==> src/include/dual_dac_pkg.sv <==
// Constants shared by the dual converter register control block
package dual_dac_pkg;
  // ****************************************
  // Register offsets
  // ****************************************
  localparam logic [7:0] ADDR_CHAN0_DATA_LOW    = 8'hf9;
  localparam logic [7:0] ADDR_CHAN0_DATA_HIGH   = 8'hfa;
  localparam logic [7:0] ADDR_CHAN1_DATA_LOW    = 8'hfb;
  localparam logic [7:0] ADDR_CHAN1_DATA_HIGH   = 8'hfc;
  localparam logic [7:0] ADDR_CONVERTER_CONTROL = 8'hfd;

  // ****************************************
  // Reset values
  // ****************************************
  localparam logic [7:0] CONTROL_RESET = 8'h04;
  localparam logic [7:0] DATA_RESET    = 8'h00;

  // ****************************************
  // Control field positions
  // ****************************************
  localparam int BIT_MODE_8BIT   = 7;
  localparam int BIT_CHAN1_RANGE = 6;
  localparam int BIT_CHAN0_RANGE = 5;
  localparam int BIT_CHAN1_CLEAR = 4;
  localparam int BIT_CHAN0_CLEAR = 3;
  localparam int BIT_SYNC        = 2;
  localparam int BIT_CHAN1_POWER = 1;
  localparam int BIT_CHAN0_POWER = 0;

  localparam int NUM_CHAN   = 2;
  localparam int CODE_WIDTH = 12;
endpackage : dual_dac_pkg

==> src/include/dac_update_if.sv <==
// Interface carrying held codes and update strobes to the code stage
interface dac_update_if;
  logic [1:0]  load;
  logic [11:0] code0;
  logic [11:0] code1;
  modport source (output load, output code0, output code1);
  modport sink   (input load, input code0, input code1);
endinterface : dac_update_if

==> src/rtl/dac_code_stage.sv <==
// Applied converter codes per channel, loaded on update strobes
module dac_code_stage (
  // Clock and reset
  input  wire logic        clk,
  input  wire logic        resetn,
  // Update request
  dac_update_if.sink       upd,
  // Applied codes
  output logic [11:0]      applied0,
  output logic [11:0]      applied1
);
  // ****************************************
  // Code registers
  // ****************************************
  // Load channel zero on its strobe only
  always_ff @(posedge clk or negedge resetn) begin
    if (!resetn) begin
      applied0 <= 12'h000;
    end else if (upd.load[0]) begin
      applied0 <= upd.code0;
    end
  end

  // Load channel one on its strobe only
  always_ff @(posedge clk or negedge resetn) begin
    if (!resetn) begin
      applied1 <= 12'h000;
    end else if (upd.load[1]) begin
      applied1 <= upd.code1;
    end
  end
endmodule : dac_code_stage

==> src/rtl/dual_dac_register_control.sv <==
// Register side control of two 12-bit voltage output converters
// Behaviour
// Mode bit one selects 8-bit, zero 12-bit
// Bit six selects channel one range
// Bit five selects channel zero range
// Bit four zero forces channel one to zero
// Bit three zero forces channel zero to zero
// Sync one: low byte write updates output
// Sync zero holds; setting sync updates both
// Bit one powers channel one
// Bit zero powers channel zero
// Control resets to 04H
// Disabled channel output is high impedance
// Data registers reset to 00H
// 12-bit code is right justified
// Software writes high byte before low
// High byte write alone changes no output
module dual_dac_register_control (
  // Clock and reset
  input  wire logic        clk,
  input  wire logic        resetn,
  // Special function register port
  input  wire logic [7:0]  sfr_addr,
  input  wire logic        sfr_write,
  input  wire logic [7:0]  sfr_wdata,
  input  wire logic        sfr_read,
  output logic      [7:0]  sfr_rdata,
  output logic             sfr_hit,
  // Channel zero analog controls
  output logic      [11:0] chan0_code,
  output logic             chan0_range_sel,
  output logic             chan0_drive_en,
  // Channel one analog controls
  output logic      [11:0] chan1_code,
  output logic             chan1_range_sel,
  output logic             chan1_drive_en
);
  // ****************************************
  // Registers
  // ****************************************
  logic [7:0]  converter_control;
  logic [7:0]  chan0_data_low;
  logic [7:0]  chan0_data_high;
  logic [7:0]  chan1_data_low;
  logic [7:0]  chan1_data_high;
  logic [11:0] applied0;
  logic [11:0] applied1;
  logic        wr_ctl;
  logic        wr_low0;
  logic        wr_low1;
  logic        wr_high0;
  logic        wr_high1;
  logic        rd_mapped;
  logic        sync_rise;
  logic        mode_8bit;
  logic [7:0]  next_low0;
  logic [7:0]  next_low1;
  logic [7:0]  next_high0;
  logic [7:0]  next_high1;

  dac_update_if upd ();

  // Write decode
  assign wr_ctl  = sfr_write && (sfr_addr == dual_dac_pkg::ADDR_CONVERTER_CONTROL);
  assign wr_low0 = sfr_write && (sfr_addr == dual_dac_pkg::ADDR_CHAN0_DATA_LOW);
  assign wr_low1 = sfr_write && (sfr_addr == dual_dac_pkg::ADDR_CHAN1_DATA_LOW);
  assign wr_high0 = sfr_write && (sfr_addr == dual_dac_pkg::ADDR_CHAN0_DATA_HIGH);
  assign wr_high1 = sfr_write && (sfr_addr == dual_dac_pkg::ADDR_CHAN1_DATA_HIGH);
  // Read of one of the five mapped places
  assign rd_mapped = sfr_read && (sfr_addr >= dual_dac_pkg::ADDR_CHAN0_DATA_LOW)
                     && (sfr_addr <= dual_dac_pkg::ADDR_CONVERTER_CONTROL);
  // Sync written to one from zero releases held data
  assign sync_rise = wr_ctl && sfr_wdata[dual_dac_pkg::BIT_SYNC]
                     && !converter_control[dual_dac_pkg::BIT_SYNC];
  assign mode_8bit = converter_control[dual_dac_pkg::BIT_MODE_8BIT];

  // ****************************************
  // Control register
  // ****************************************
  // Shared control, 04H after reset
  always_ff @(posedge clk or negedge resetn) begin
    if (!resetn) begin
      converter_control <= dual_dac_pkg::CONTROL_RESET;
    end else if (wr_ctl) begin
      converter_control <= sfr_wdata;
    end
  end

  // ****************************************
  // Data registers
  // ****************************************
  // Next values of the four data bytes
  always_comb begin
    next_low0  = chan0_data_low;
    next_low1  = chan1_data_low;
    next_high0 = chan0_data_high;
    next_high1 = chan1_data_high;
    if (wr_low0) begin
      next_low0 = sfr_wdata;
    end
    if (wr_low1) begin
      next_low1 = sfr_wdata;
    end
    if (wr_high0) begin
      next_high0 = sfr_wdata;
    end
    if (wr_high1) begin
      next_high1 = sfr_wdata;
    end
  end

  // Data bytes, all 00H after reset
  always_ff @(posedge clk or negedge resetn) begin
    if (!resetn) begin
      chan0_data_low  <= dual_dac_pkg::DATA_RESET;
      chan0_data_high <= dual_dac_pkg::DATA_RESET;
      chan1_data_low  <= dual_dac_pkg::DATA_RESET;
      chan1_data_high <= dual_dac_pkg::DATA_RESET;
    end else begin
      chan0_data_low  <= next_low0;
      chan0_data_high <= next_high0;
      chan1_data_low  <= next_low1;
      chan1_data_high <= next_high1;
    end
  end

  // ****************************************
  // Update requests
  // ****************************************
  // Codes from next data so a low write applies in the same cycle
  always_comb begin
    if (mode_8bit) begin
      upd.code0 = {4'h0, next_low0};
      upd.code1 = {4'h0, next_low1};
    end else begin
      upd.code0 = {next_high0[3:0], next_low0};
      upd.code1 = {next_high1[3:0], next_low1};
    end
  end

  // Immediate low byte update or joint update on sync set
  always_comb begin
    upd.load[0] = (wr_low0 && converter_control[dual_dac_pkg::BIT_SYNC] && !wr_ctl)
                  || sync_rise;
    upd.load[1] = (wr_low1 && converter_control[dual_dac_pkg::BIT_SYNC] && !wr_ctl)
                  || sync_rise;
  end

  dac_code_stage u_code (
    .clk      (clk),
    .resetn   (resetn),
    .upd      (upd.sink),
    .applied0 (applied0),
    .applied1 (applied1)
  );

  // ****************************************
  // Analog controls
  // ****************************************
  // Applied code, forced to zero while clear is low
  always_ff @(posedge clk or negedge resetn) begin
    if (!resetn) begin
      chan0_code <= 12'h000;
      chan1_code <= 12'h000;
    end else begin
      chan0_code <= converter_control[dual_dac_pkg::BIT_CHAN0_CLEAR]
                    ? applied0 : 12'h000;
      chan1_code <= converter_control[dual_dac_pkg::BIT_CHAN1_CLEAR]
                    ? applied1 : 12'h000;
    end
  end

  // Range selects follow the control fields
  always_ff @(posedge clk or negedge resetn) begin
    if (!resetn) begin
      chan0_range_sel <= 1'b0;
      chan1_range_sel <= 1'b0;
    end else begin
      chan0_range_sel <= converter_control[dual_dac_pkg::BIT_CHAN0_RANGE];
      chan1_range_sel <= converter_control[dual_dac_pkg::BIT_CHAN1_RANGE];
    end
  end

  // Drive enables, output floats while powered off
  always_ff @(posedge clk or negedge resetn) begin
    if (!resetn) begin
      chan0_drive_en <= 1'b0;
      chan1_drive_en <= 1'b0;
    end else begin
      chan0_drive_en <= converter_control[dual_dac_pkg::BIT_CHAN0_POWER];
      chan1_drive_en <= converter_control[dual_dac_pkg::BIT_CHAN1_POWER];
    end
  end

  // ****************************************
  // Read port
  // ****************************************
  // Registered read data, zero outside a read
  always_ff @(posedge clk or negedge resetn) begin
    if (!resetn) begin
      sfr_rdata <= 8'h00;
    end else if (!sfr_read) begin
      sfr_rdata <= 8'h00;
    end else begin
      unique case (sfr_addr)
        dual_dac_pkg::ADDR_CHAN0_DATA_LOW:    sfr_rdata <= chan0_data_low;
        dual_dac_pkg::ADDR_CHAN0_DATA_HIGH:   sfr_rdata <= chan0_data_high;
        dual_dac_pkg::ADDR_CHAN1_DATA_LOW:    sfr_rdata <= chan1_data_low;
        dual_dac_pkg::ADDR_CHAN1_DATA_HIGH:   sfr_rdata <= chan1_data_high;
        dual_dac_pkg::ADDR_CONVERTER_CONTROL: sfr_rdata <= converter_control;
        default:                              sfr_rdata <= 8'h00;
      endcase
    end
  end

  // Hit flag for reads of mapped places
  always_ff @(posedge clk or negedge resetn) begin
    if (!resetn) begin
      sfr_hit <= 1'b0;
    end else begin
      sfr_hit <= rd_mapped;
    end
  end
endmodule : dual_dac_register_control

==> config.mk <==
export PLATFORM = sky130hd
export DESIGN_NAME = dual_dac_register_control
export DESIGN_NICKNAME = d
export VERILOG_FILES = /design/src/include/dual_dac_pkg.sv /design/src/include/dac_update_if.sv /design/src/rtl/dac_code_stage.sv /design/src/rtl/dual_dac_register_control.sv
export SDC_FILE = /design/constraint.sdc
export NUM_CORES = 1
export LEC_CHECK = 0
export CAP_MARGIN = 20
export CORE_ASPECT_RATIO = 1.75
export CORE_UTILIZATION = 61
export CTS_CLUSTER_SIZE = 14
export DETAILED_ROUTE_END_ITERATION = 8
export DONT_BUFFER_PORTS = 1
export MAX_ROUTING_LAYER = met4
export PLACE_DENSITY = 0.77
export SYNTH_ARGS = -nofsm -noshare
export SYNTH_HDL_FRONTEND = slang
export SYNTH_SLANG_ARGS = --single-unit
export TNS_END_PERCENT = 20
==> constraint.sdc <==
create_clock -name clk -period 3.1 [get_ports clk]
set_input_delay 0.62 -clock clk [delete_from_list [all_inputs] [get_ports clk]]
set_output_delay 0.62 -clock clk [all_outputs]
set_load 0.01 [all_outputs]
## Word-level counts from Yosys, hierarchy flattened

Index checks and enable logic that the tools add are counted.

| storage, ports and cells | value |
|---|---|
| bits in registers | 101 |
| input bits | 20 |
| output and inout bits | 37 |
| logic and storage cells | 51 |

| cells by class | value |
|---|---|
| $lt $le $gt $ge | 2 |
| eq/ne operators | 5 |
| mux-type cells | 10 |
| reduce and logical (&&, ||, !) cells | 17 |

Operators with widths:

| kind | count |
|---|---|
| $mux 12 | 4 |
| $eq 8x8->1 const B | 5 |
| $pmux 8 s5 | 1 |
| $mux 8 | 3 |
| $logic_and 1x1->1 | 13 |
| $ge 8x8->1 const B | 1 |
| $le 8x8->1 const B | 1 |
| $mux 4 | 2 |
| $logic_not 1->1 | 2 |
| $logic_or 1x1->1 | 2 |

## Logic depth before layout (Yosys ltp)

| depth | value |
|---|---|
| depth after elaboration | 5 |
| depth in mapped cells | 6 |
| gate-level depth less buffers | 4 |

## Cells and area by module

A second synthesis with hierarchy kept.

| unflattened totals | value |
|---|---|
| cells, all modules | 291 |
| area, all modules | 4,141.5 um2 |

Modules (own cells, without submodules):

| module | instances | cells each | area each (um2) | seq. area each (um2) |
|---|---|---|---|---|
| dual_dac_register_control | 1 | 241 | 3,173.0 | 1,928.1 |
| dac_code_stage | 1 | 50 | 968.4 | 600.6 |

## Worst setup path before layout

OpenSTA, ideal clock, no wires.

| path | value |
|---|---|
| path kind | input-to-reg |
| start point | input port sfr_addr[2] |
| end point | register u_code.applied0[10] |
| library setup time | 120 ps |
| arrival time | 2,018 ps |
| required time | 2,980 ps |
| slack | 962 ps |
| cell stages on the path | 5 |
| buffers on the path | 1 |
| path through | buf_2 -> nor3b_4 -> nor4b_4 -> mux2_2 -> a31o_1 |

| on the way | value |
|---|---|
| elaborated cells between the ends (all ways) | 14 |
| classes of those cells | eq/ne: 3; mux: 2; reduce/logical: 9 |

RTL lines:

| element | line | text |
|---|---|---|
| start: declaration | dual_dac_register_control.sv:23 | `input wire logic [7:0] sfr_addr,` |
| $eq 8x8->1 | dual_dac_register_control.sv:67 | `assign wr_high0 = sfr_write && (sfr_addr == dual_dac_pkg::ADDR_CHAN0_DATA_HIGH);` |
| $logic_and 1x1->1 | dual_dac_register_control.sv:67 |  |
| $mux 4 | dual_dac_register_control.sv:104 | `if (wr_high0) begin` |
| named net next_high0[2] | dual_dac_register_control.sv:58 | `logic [7:0] next_high0;` |
| $mux 12 | dual_dac_register_control.sv:132 | `if (mode_8bit) begin` |
| end signal: assignment | dac_code_stage.sv:20 | `applied0 <= upd.code0;` |
| end: declaration | dac_code_stage.sv:9 | `output logic [11:0] applied0,` |

The timed path passes the listed nets, and every way through them passes these cells.
A chain may end at the register's enable or synchronous reset.

## Worst setup path in the final report

| path | value |
|---|---|
| start point | input port sfr_addr[3] |
| end point | register u_code.applied0[7] |

| on the way | value |
|---|---|
| elaborated cells between the ends (all ways) | 12 |
| classes of those cells | eq/ne: 2; mux: 2; reduce/logical: 8 |

RTL lines:

| element | line | text |
|---|---|---|
| $eq 8x8->1 | dual_dac_register_control.sv:65 | `assign wr_low0 = sfr_write && (sfr_addr == dual_dac_pkg::ADDR_CHAN0_DATA_LOW);` |
| $logic_and 1x1->1 | dual_dac_register_control.sv:65 |  |
| $mux 8 | dual_dac_register_control.sv:98 | `if (wr_low0) begin` |
| named net next_low0[7] | dual_dac_register_control.sv:56 | `logic [7:0] next_low0;` |
| $mux 12 | dual_dac_register_control.sv:132 |  |

The timed path passes the listed nets, and every way through them passes these cells.

==> impl_metrics.json <==
{
  "outcome": "completed",
  "grt_max_degree": 101,
  "slew_headroom_pct": 57.5,
  "clockBufferDepth": 2,
  "n_antenna_cell": 0,
  "syn_nets": 318,
  "worstMarginPinSlew_ps": 634,
  "yosys_warnings": 0,
  "synth_edf_count": 0,
  "ant_nets": 0,
  "finalCritPeriodShare_pct": 64.8,
  "overflow": 0,
  "yosysSeqAreaShare_pct": 61.7,
  "firstDrtPassIters": 4,
  "drt-total-wl_mm": 7.38,
  "cts_resized": 0,
  "ys_ff_latch": 101,
  "synthArstFlopShare_pct": 100,
  "synth_xor_area_share_pct": 0,
  "routabilityCongestion": 0.855,
  "setup_tns_ps": 0,
  "instances_no_fill": 383,
  "clk_pin_slew_worst_paths_ps": 60,
  "hold_path_class": "in2async",
  "root_buffer": "clkbuf_16",
  "die_w_um": 64.0,
  "final-setup-viol-count": 0,
  "postCtsSetupBuffers": 0,
  "syn_area_sq_um": 4100,
  "final_cell_mix": "dfrtp_1, mux2_2, and2_1",
  "start_util_pct": 63.2,
  "clk_latency_ps": 340,
  "arrival_ps": 2230,
  "place_worst_setup_slack_ps": 730,
  "drt_iter0_drc": 130,
  "peakVddDrop_uv": 480,
  "cts-htree-levels": 3,
  "cts.sinks": 101,
  "cts_tree": "yes",
  "r2r_slack_ps": 1310,
  "ios": 57,
  "avgSynthCellArea_sq_um": 13.8,
  "r2r-start": "converter_control[2]$_DFFE_PN1N_",
  "synth_compound_area_share_pct": 7.66,
  "crit_type": "in2reg",
  "rows": 39,
  "crit_fanout": 8,
  "rsz0062_at_grt": "no",
  "synth.area.mux_share_pct": 16.7,
  "cts_buffers": 9,
  "hold_viol": 0,
  "route.detailed.drc": 0,
  "fin_crit_ps": 2010,
  "placed_cells_incl_taps": 366,
  "r2r_end": "u_code.applied0[7]$_DFFE_PN0P_",
  "p_per_area_nw_per_um2": 582,
  "routedWlPerCell_um": 19.3,
  "antenna_found_initial": 0,
  "crit_start": "sfr_addr[3]",
  "critical_path_required_ps": 3320,
  "reg2reg_depth": 3,
  "syn_inst": 298,
  "final_common_cell": "dfrtp_1",
  "synthAdderAreaFrac_pct": 0,
  "cp-start-kind": "input pin",
  "area_growth_pct": 9.22,
  "track_usage_pct": 24.3,
  "chipHeight_um": 110,
  "grt_pass1_wl_mm": 12.2,
  "synth_top_family_by_area": "multiplexers",
  "dieArea_sq_um": 7060,
  "ys.flop_type": "dfrtp_1",
  "worst_slack_ps": 1090,
  "grt_pass1_vias": 2428,
  "finClkSkew_ps": 4.06,
  "p_leak_nw": 2.22,
  "timing.fmax_ghz": 0.498,
  "slew_violations": 0,
  "core_sq_um": 6490,
  "synthSimpleGateAreaFrac_pct": 12.1,
  "nets": 316,
  "hold_buffers": 1,
  "endpoint_kind": "flop",
  "drive_above_1_share_pct": 24.3,
  "place_hpwl_mm": 5.09,
  "drv_cap": 0,
  "holdWs_ps": 118,
  "vias": 2273,
  "ys_types": 36,
  "viasPerCell": 5.93,
  "numPortBuffers": 0
}
==> final cells by class <==
type / count / area [sq um]
clock inverters: 3 / 42.5
well taps: 82 / 103
clock buffers: 13 / 270
flip-flops and latches: 101 / 2530
multi-input cells: 180 / 1490
repair buffers: 1 / 27.5
fillers: 473 / 2010
inverters: 3 / 11.3
==> synth_stat cells, types with 3 or more instances <==
master      n  area, sq um
o21ai_0     8         40.0
clkbuf_1    6         22.5
mux2_2     50          563
mux2i_1    11          110
dfrtp_1   100         2500
o31ai_1     4         30.0
nor2_1     16         60.1
inv_1       3         11.3
and3_1      6         37.5
nor2b_1     6         37.5
a31o_1      4         35.0
nand3_1     3         15.0
a22o_1      5         43.8
a32oi_1     5         43.8
buf_2       7         35.0
o22ai_1     7         43.8
and2_1     27          169
a22oi_1     4         30.0
nand2_1     5         18.8
==> metrics by stage <==
step | area [sq um] | power, mW | util [%]
after detailed placement | 4140 | 1.47 | 63.7
after CTS | 4480 | 2.64 | 69.0
after floorplan | 4100 | 1.46 | -
after global routing | 4480 | 2.68 | 69.0
final | 4480 | 2.61 | 69.0
after global placement | 4140 | 1.47 | 63.7
==> power breakdown <==
group / switching, mW / total, mW / internal, mW
clock network: 0.443 / 1.13 / 0.690
registers: 0.0262 / 1.38 / 1.35
logic: 0.0514 / 0.0944 / 0.0430
total: 0.521 / 2.61 / 2.08
==> logic make-up (layout without fill, tap and decap cells) <==
family          count (synthesis)  count (layout)
simple gates                   75              75
flops                         101             101
buf+inv                        17              20
compound gates                 43              43
mux                            62              62
==> flip-flops by register name, indices dropped and copies added, names as in the netlist <==
name and count:
chan0_code 12, chan1_code 12, u_code.applied0 12, u_code.applied1 12, chan0_data_high 8, chan0_data_low 8, chan1_data_high 8, chan1_data_low 8
converter_control 8, sfr_rdata 8, chan0_drive_en 1, chan0_range_sel 1, chan1_drive_en 1, chan1_range_sel 1, sfr_hit 1
==> worst max-delay path, stage by stage <==
cell and delay (ps):
nand3_1 280, nor4_4 620, mux2_2 410, mux2_1 290
==> worst max-delay path by stage <==
stage | endpoint | slack (ps) | depth (start not counted)
detailed placement | u_code.applied0[7]$_DFFE_PN0P_ | 730 | 4
floorplan | u_code.applied0[10]$_DFFE_PN0P_ | 960 | 5
global route | chan1_data_high[4]$_DFFE_PN0P_ | 970 | 4
finish | u_code.applied0[7]$_DFFE_PN0P_ | 1090 | 4
CTS | u_code.applied0[7]$_DFFE_PN0P_ | 1090 | 4
global placement | u_code.applied0[7]$_DFFE_PN0P_ | 800 | 4
==> metal layers <==
metal / wire length (um) / GRT usage (%)
met1: 3010 / 27.7
met2: 3840 / 37.7
met3: 382 / 7.02
met4: 151 / 13.9
met5: 0 / -
Note: power is estimated with default switching activity, not from simulation.
